File: src/core/fdr_defs.svh
`ifndef FDR_DEFS_SVH
`define FDR_DEFS_SVH

// Register indices; byte address is four times the index
`define FDR_IDX_DUTY1 8'h30
`define FDR_IDX_DUTY2 8'h31
`define FDR_IDX_DUTY3 8'h32
`define FDR_IDX_MAKER 8'h3E
`define FDR_IDX_REV 8'h3F
`define FDR_IDX_CTRL 8'h40
`define FDR_IDX_MODE 8'h48

// APB address layout
`define FDR_ADDR_W 12
`define FDR_IDX_LSB 2
`define FDR_IDX_MSB 9

// Duty codes
`define FDR_DUTY_FULL 8'hFF
`define FDR_DUTY_HALF 8'h80
`define FDR_DUTY_ZERO 8'h00

// Control register bit positions
`define FDR_BIT_START 0
`define FDR_BIT_LOCK 1
`define FDR_BIT_READY 2
`define FDR_BIT_OVRD 3

// Pulse period: counter wraps after this value
`define FDR_PER_LAST 8'hFF
`define FDR_PER_PRELAST 8'hFE

`endif

File: src/core/fdr_pkg.sv
package fdr_pkg;

  typedef logic [7:0] fdr_duty_t;

  typedef logic [1:0] fdr_fan_t;

  typedef enum logic [2:0] {
    FDR_REG_NONE,
    FDR_REG_DUTY,
    FDR_REG_MAKER,
    FDR_REG_REV,
    FDR_REG_CTRL,
    FDR_REG_MODE
  } fdr_reg_e;

endpackage : fdr_pkg

File: src/core/fdr_regs.sv
// Register access over APB is this design's own decision.
`timescale 1ns/1ps
`include "fdr_defs.svh"

module fdr_regs #(
  parameter logic [7:0] MAKER_ID = 8'hA5, // Arbitrary value
  parameter logic [3:0] VERSION_NIBBLE = 4'h3, // Arbitrary value
  parameter logic [3:0] STEPPING_NIBBLE = 4'h1 // Arbitrary value
) (
  input wire logic mclk_i, // Device clock, 20 MHz
  input wire logic rst_i, // Async reset, high
  input wire logic psel_i, // APB select
  input wire logic penable_i, // APB enable
  input wire logic pwrite_i, // APB direction
  input wire logic [`FDR_ADDR_W-1:0] paddr_i, // APB byte address
  input wire logic [31:0] pwdata_i, // APB write data
  output logic pready_o, // APB ready
  output logic [31:0] prdata_o, // APB read data
  output logic pslverr_o, // APB error, unmapped address
  input wire logic [2:0][7:0] auto_duty_i, // Algorithm duty per fan
  input wire logic [2:0] spinup_i, // Fan in spin-up phase
  output logic [2:0] pwm_o // Fan pulse outputs
);

  logic start;
  logic lock;
  logic ovrd;
  logic [2:0] manual;
  fdr_pkg::fdr_duty_t shadow [3];
  fdr_pkg::fdr_duty_t rd_copy [3];
  fdr_pkg::fdr_duty_t drive [3];
  fdr_pkg::fdr_duty_t driven [3];
  logic [2:0] per_start;
  logic [31:0] next_rdata;
  logic access;
  logic done;
  logic wr_done;
  fdr_pkg::fdr_reg_e sel;
  fdr_pkg::fdr_fan_t fan;

  function automatic fdr_pkg::fdr_reg_e reg_of(input logic [`FDR_ADDR_W-1:0] a);
    logic [7:0] idx;
    idx = a[`FDR_IDX_MSB:`FDR_IDX_LSB];
    if (a[1:0] != 2'b00 || a[`FDR_ADDR_W-1:`FDR_IDX_MSB+1] != 2'b00) begin
      reg_of = fdr_pkg::FDR_REG_NONE;
    end else if (idx >= `FDR_IDX_DUTY1 && idx <= `FDR_IDX_DUTY3) begin
      reg_of = fdr_pkg::FDR_REG_DUTY;
    end else if (idx == `FDR_IDX_MAKER) begin
      reg_of = fdr_pkg::FDR_REG_MAKER;
    end else if (idx == `FDR_IDX_REV) begin
      reg_of = fdr_pkg::FDR_REG_REV;
    end else if (idx == `FDR_IDX_CTRL) begin
      reg_of = fdr_pkg::FDR_REG_CTRL;
    end else if (idx == `FDR_IDX_MODE) begin
      reg_of = fdr_pkg::FDR_REG_MODE;
    end else begin
      reg_of = fdr_pkg::FDR_REG_NONE;
    end
  endfunction : reg_of

  // Fan number only means something for duty indices; other registers ignore it
  function automatic fdr_pkg::fdr_fan_t fan_of(input logic [`FDR_ADDR_W-1:0] a);
    logic [7:0] off;
    off = a[`FDR_IDX_MSB:`FDR_IDX_LSB] - `FDR_IDX_DUTY1;
    fan_of = off[1:0];
  endfunction : fan_of

  assign sel = reg_of(paddr_i);
  assign fan = fan_of(paddr_i);
  assign access = psel_i && penable_i;
  // pready is high for one cycle; the transfer completes at that edge
  assign done = access && pready_o;
  assign wr_done = done && pwrite_i;

  // APB answer: one wait cycle, then registered data and ready
  always_ff @(posedge mclk_i or posedge rst_i) begin
    if (rst_i) begin
      pready_o <= 1'b0;
      prdata_o <= 32'h0000_0000;
      pslverr_o <= 1'b0;
    end else if (access && !pready_o) begin
      pready_o <= 1'b1;
      prdata_o <= pwrite_i ? 32'h0000_0000 : next_rdata;
      pslverr_o <= (sel == fdr_pkg::FDR_REG_NONE);
    end else begin
      pready_o <= 1'b0;
      prdata_o <= 32'h0000_0000;
      pslverr_o <= 1'b0;
    end
  end

  // Start and override stay writable under lock; lock only ever sets
  always_ff @(posedge mclk_i or posedge rst_i) begin
    if (rst_i) begin
      start <= 1'b0;
      ovrd <= 1'b0;
    end else if (wr_done && sel == fdr_pkg::FDR_REG_CTRL) begin
      start <= pwdata_i[`FDR_BIT_START];
      ovrd <= pwdata_i[`FDR_BIT_OVRD];
    end
  end

  always_ff @(posedge mclk_i or posedge rst_i) begin
    if (rst_i) begin
      lock <= 1'b0;
    end else if (wr_done && sel == fdr_pkg::FDR_REG_CTRL && pwdata_i[`FDR_BIT_LOCK]) begin
      lock <= 1'b1;
    end
  end

  // Mode selection is a parameter register and freezes with the lock
  always_ff @(posedge mclk_i or posedge rst_i) begin
    if (rst_i) begin
      manual <= 3'b000;
    end else if (wr_done && sel == fdr_pkg::FDR_REG_MODE && !lock) begin
      manual <= pwdata_i[2:0];
    end
  end

  // Write-only copy: held whatever the mode, used only when manual and started
  always_ff @(posedge mclk_i or posedge rst_i) begin
    if (rst_i) begin
      for (int i = 0; i < 3; i++) begin
        shadow[i] <= `FDR_DUTY_FULL;
      end
    end else if (wr_done && sel == fdr_pkg::FDR_REG_DUTY && !lock) begin
      shadow[fan] <= pwdata_i[7:0];
    end
  end

  // Duty source per fan
  // Override and a stopped monitor win over both manual and automatic sources
  always_comb begin
    for (int i = 0; i < 3; i++) begin
      if (!start || ovrd) begin
        drive[i] = `FDR_DUTY_FULL;
      end else if (manual[i]) begin
        drive[i] = shadow[i];
      end else begin
        drive[i] = auto_duty_i[i];
      end
    end
  end

  for (genvar g = 0; g < 3; g++) begin : gen_fan
    fdr_pwm_gen u_pwm (
      .mclk_i(mclk_i),
      .rst_i(rst_i),
      .duty_i(drive[g]),
      .per_start_o(per_start[g]),
      .duty_o(driven[g]),
      .pwm_o(pwm_o[g])
    );
  end

  // Read-only copy follows the pin but reads zero in spin-up, so a readback lags a write by up to a period
  always_ff @(posedge mclk_i or posedge rst_i) begin
    if (rst_i) begin
      for (int i = 0; i < 3; i++) begin
        rd_copy[i] <= `FDR_DUTY_FULL;
      end
    end else begin
      for (int i = 0; i < 3; i++) begin
        if (per_start[i]) begin
          rd_copy[i] <= spinup_i[i] ? `FDR_DUTY_ZERO : drive[i];
        end
      end
    end
  end

  // Read mux; reserved bits read zero, writes to identity registers fall away
  always_comb begin
    next_rdata = 32'h0000_0000;
    unique case (sel)
      fdr_pkg::FDR_REG_DUTY: begin
        next_rdata[7:0] = (fan == 2'd3) ? `FDR_DUTY_ZERO : rd_copy[fan];
      end
      fdr_pkg::FDR_REG_MAKER: begin
        next_rdata[7:0] = MAKER_ID;
      end
      fdr_pkg::FDR_REG_REV: begin
        next_rdata[7:0] = {VERSION_NIBBLE, STEPPING_NIBBLE};
      end
      fdr_pkg::FDR_REG_CTRL: begin
        next_rdata[`FDR_BIT_START] = start;
        next_rdata[`FDR_BIT_LOCK] = lock;
        next_rdata[`FDR_BIT_READY] = 1'b1;
        next_rdata[`FDR_BIT_OVRD] = ovrd;
      end
      fdr_pkg::FDR_REG_MODE: begin
        next_rdata[2:0] = manual;
      end
      fdr_pkg::FDR_REG_NONE: begin
        next_rdata = 32'h0000_0000;
      end
      default: begin
        next_rdata = 32'h0000_0000;
      end
    endcase
  end
endmodule : fdr_regs

File: src/core/fdr_pwm_gen.sv
`timescale 1ns/1ps
`include "fdr_defs.svh"

module fdr_pwm_gen (
  input wire logic mclk_i, // Device clock
  input wire logic rst_i, // Async reset, high
  input wire fdr_pkg::fdr_duty_t duty_i, // Duty to drive next period
  output logic per_start_o, // High in the last cycle of a period
  output fdr_pkg::fdr_duty_t duty_o, // Duty driven this period
  output logic pwm_o // Pulse output
);

  logic [7:0] cnt;
  logic [7:0] next_cnt;
  fdr_pkg::fdr_duty_t next_duty;

  assign per_start_o = (cnt == `FDR_PER_LAST);
  assign next_cnt = cnt + 8'h01;
  // Duty only changes on a period boundary so no pulse is ever cut short
  assign next_duty = per_start_o ? duty_i : duty_o;

  always_ff @(posedge mclk_i or posedge rst_i) begin
    if (rst_i) begin
      cnt <= 8'h00;
    end else begin
      cnt <= next_cnt;
    end
  end

  always_ff @(posedge mclk_i or posedge rst_i) begin
    if (rst_i) begin
      duty_o <= `FDR_DUTY_FULL;
      pwm_o <= 1'b1;
    end else begin
      duty_o <= next_duty;
      // Full code gives 255 high and 1 low per 256-clock period
      pwm_o <= (next_cnt < next_duty);
    end
  end
endmodule : fdr_pwm_gen

File: config.mk
export PLATFORM = sky130hd
export DESIGN_NAME = fdr_regs
export DESIGN_NICKNAME = d
export VERILOG_FILES = /design/src/core/fdr_pkg.sv /design/src/core/fdr_regs.sv /design/src/core/fdr_pwm_gen.sv
export VERILOG_INCLUDE_DIRS = /design/src /design/src/core
export SDC_FILE = /design/constraint.sdc
export NUM_CORES = 1
export LEC_CHECK = 0
export BUFFER_PORTS_ARGS = -buffer_cell sky130_fd_sc_hd__buf_4
export CAP_MARGIN = 20
export CORE_UTILIZATION = 55
export DETAILED_ROUTE_END_ITERATION = 10
export PLACE_DENSITY = 0.89
export SYNTH_ARGS = -nofsm -noshare
export SYNTH_HDL_FRONTEND = slang
export SYNTH_SLANG_ARGS = --single-unit
File: constraint.sdc
create_clock -name mclk_i -period 3.9 [get_ports mclk_i]
set_input_delay 0.195 -clock mclk_i [delete_from_list [all_inputs] [get_ports mclk_i]]
set_output_delay 0.195 -clock mclk_i [all_outputs]
set_load 0.005 [all_outputs]
==> impl_metrics.ini <==
[floorplanning]
start_util_pct = 56.8
die_x_um = 105
core-area_um2 = 10300
die_area_um2 = 11100
chipHeight_um = 105
num_rows = 37
ioPinCount = 113

[critical_path]
cp_slowest_cell = nand2b_1
crit_type = reg -> reg
worstPathArrival_ns = 3.33
start_kind = flip-flop
slowest_delay_ns = 0.59
end_kind = flip-flop
critPathBufInv = 1
crit_chain = nand2b_1 -> a211oi_1 -> a21oi_1 -> inv_1 -> ha_1 -> a21oi_1 -> nor2b_1 -> o21ai_0 -> o21ai_0 -> a211oi_1
crit_fanout = 24
cp.required_ns = 4.31
crit_family = compound AO/OA/AOI/OAI gates

[drt]
post_drt_wl_per_cell_um = 16.8
totalWireLength_mm = 13.1
drt_iter0_drc = 295
vias = 4362
drc = 0
vias_per_cell = 5.59
drt_pass1_iterations = 5
ant_nets = 0

[synth]
synthArstFlopShare_pct = 100
yosys_warnings = 0
syn_inst = 554
yosys-top-cells-area = dfstp_2 34%, dfrtp_1 17%, mux2_2 5.6%
synthFlopType = dfstp_2
yosysTopAreaCell = dfstp_2
synth_compound_area_share_pct = 13.3
synth_xor_area_share_pct = 2.69
syn_area_per_cell_um2 = 10.6
syn_area_um2 = 5860
synth-simple-area-share_pct = 14.5
seq_area_frac_synth_pct = 50.7
synthAdderAreaFrac_pct = 5.12
synthMuxAreaShare_pct = 7.45
synth_edf_count = 0
synth_seq_cells = 115
synth_top_family_by_area = simple AND/OR/NAND/NOR gates
synth_cell_type_count = 44
synth_top_area_share_pct = 33.6

[sta]
timing_hold_violations_final = 0
post-route-period-util_pct = 74.7
tightestPinTransition_ns = 0.969
fin_skew_ns = 0.0106
rsz0062_at_grt = no
setup_ws_ns = 0.988
tns_ns = 0
setup_violations = 0
finalWorstPathRequiredPeriod_ns = 2.91
final_max_slew_viol_count = 0
max_freq_mhz = 343
relSlewSlack_pct = 35.4

[clock_network]
post_cts_buffers = 0
clk_path_buf_depth = 2
clk_pin_slew_ns = 0.06
root_buffer = clkbuf_8
clock-sinks = 115
clk-insertion-delay-late_ns = 0.51
cts_tree = built
cts.htree.levels = 4
cts_inserted_buffers = 17

[place]
gp_congestion = 0.849
dp_hpwl_mm = 9.46
placed_area_um2 = 6360
place_ws_ns = 1.09
numPortBuffers = 64

[final_layout]
n_antenna_cell = 0
multi_input_area_um2 = 2610
drive_gt1_share_pct = 31.8
regArea_um2 = 2970
final_area_um2 = 6990
fillers = 714
final_core_util_pct = 67.7
nets = 731
area_growth_pct = 19.2

[run_status]
status = completed

[power]
p_total_uw = 2610
leakagePower_uw = 0.00337
cellPowerDensity_nw_per_um2 = 374
vdd_ir_drop_max_mv = 0.235

[grt]
grt_start_max_net_pins = 52
grt_pass1_vias = 4406
antenna_found_initial = 0
met2_usage_pct = 43.0
grt_usage_pct = 25.4
met1_usage_pct = 31.4
grt-busiest-layer = met2
grt_pass1_wl_mm = 21.3
grtUsageMet3_pct = 6.12
grt-ovfl-total = 0

[hold_path]
min_path_type = in -> reg

[job]
drv_cap = 0
[synth_stat cells (all sizes together), types with 14 or more instances]
master,number
a211oi,28
a21oi,29
buf,34
clkbuf,14
dfrtp,40
dfstp,75
ha,24
inv,22
mux2,29
nand2,54
nand3,15
nor2,41
nor2b,28
o31ai,25
[flip-flops by register name, indices dropped and copies added (netlist names), 3 cells and up]
| signal | count |
|---|---|
| gen_fan.u_pwm.duty_o | 24 |
| gen_fan.u_pwm.cnt | 24 |
| gen_fan.u_pwm.pwm_o | 3 |
| shadow | 24 |
| prdata_o | 8 |
| manual | 3 |
| rd_copy | 24 |
[report_power, final]
part / leakage, µW / internal, µW / switching [µW]
Sequential: 0.00130 / 1200 / 1.01
Combinational: 0.00182 / 58.7 / 69.7
Clock: 0.000247 / 786 / 498
[per-layer routing]
| metal | routed length [µm] | vias to the layer above | part of all wire, % |
|---|---|---|---|
| met5 | 0 | - | 0 |
| met4 | 237 | 0 | 1.8 |
| met3 | 767 | 22 | 5.9 |
| met2 | 6600 | 172 | 50 |
| met1 | 5510 | 2108 | 42 |
| li1 | - | 2060 | - |
[worst paths after layout]
kind                       cells past startpoint  slack [ns]                       to         from
max                                           10        0.99   gen_fan[1].u_pwm.pwm_o         ovrd
min                                            3        0.09              prdata_o[7]     pwrite_i
max reg2reg                                   10        0.99   gen_fan[1].u_pwm.pwm_o         ovrd
min reg2reg                                    2        0.47              rd_copy[13]  rd_copy[13]
max in group asynchronous                      4        2.63              prdata_o[1]        rst_i
min in group asynchronous                      3        0.27  gen_fan[0].u_pwm.cnt[1]        rst_i
[worst reg2reg max path, cell delays in order, from the launching register on]
cell and delay (ns):
dfrtp_1 0.39, nand2b_1 0.59, a211oi_1 0.53, a21oi_1 0.15
inv_1 0.09, ha_1 0.24, a21oi_1 0.16, nor2b_1 0.07
o21ai_0 0.20, o21ai_0 0.12, a211oi_1 0.28
[cell usage in the layout, fill, tap and decap left out, types with 2 or more instances in the layout]
| cell type | synthesis | layout |
|---|---|---|
| dfstp_2 | 75 | 75 |
| buf_4 | 27 | 69 |
| nand2_1 | 52 | 52 |
| nor2_1 | 40 | 40 |
| dfrtp_1 | 40 | 40 |
| mux2_2 | 29 | 29 |
| a21oi_1 | 29 | 29 |
| nor2b_1 | 28 | 28 |
| a211oi_1 | 28 | 28 |
| o31ai_1 | 25 | 25 |
| ha_1 | 24 | 24 |
| conb_1 | 1 | 24 |
| inv_1 | 22 | 21 |
| clkbuf_16 | 0 | 16 |
| nand3_1 | 15 | 15 |
| dlygate4sd3_1 | 0 | 14 |
| a21o_1 | 13 | 13 |
| o21ai_0 | 13 | 13 |
| mux2i_1 | 11 | 11 |
| xor2_1 | 9 | 9 |
| xnor2_1 | 9 | 9 |
| nand4_1 | 7 | 7 |
| clkinv_2 | 0 | 7 |
| clkbuf_1 | 14 | 7 |
| nor3_1 | 4 | 4 |
| a31oi_1 | 4 | 4 |
| nand3b_1 | 3 | 3 |
| o21a_1 | 3 | 3 |
| nand2b_1 | 2 | 2 |
| and4_1 | 2 | 2 |
| and2_1 | 2 | 2 |
| nor3b_1 | 2 | 2 |
| nand2_2 | 2 | 2 |
| clkbuf_8 | 0 | 2 |
[final cells by class]
type | count | area share, %
multi-input cells | 392 | 37.4
clock buffers | 25 | 6.50
repair buffers | 83 | 9.42
flip-flops and latches | 115 | 42.5
well taps | 136 | 2.44
clock inverters | 7 | 0.501
inverters | 22 | 1.22
[cell families after synthesis]
family          Yosys count
compound gates          118
xor+xnor                 18
buf+inv                  70
fa+ha+maj                24
simple gates            168
flops                   115
other cells               1
mux                      40
[through the flow]
step,cells,hold WS (ns)
after floorplan,577,0.332
after global placement,734,0.245
after detailed placement,734,0.250
after CTS,780,0.0680
after global routing,780,0.0938
final,780,0.0869
[repair_timing]
action | CTS | global route
hold buffers | 14 | 0
resized for setup | 0 | 0
endpoints found under the hold margin | 64 | 0
Note: power is estimated with default switching activity, not from simulation.
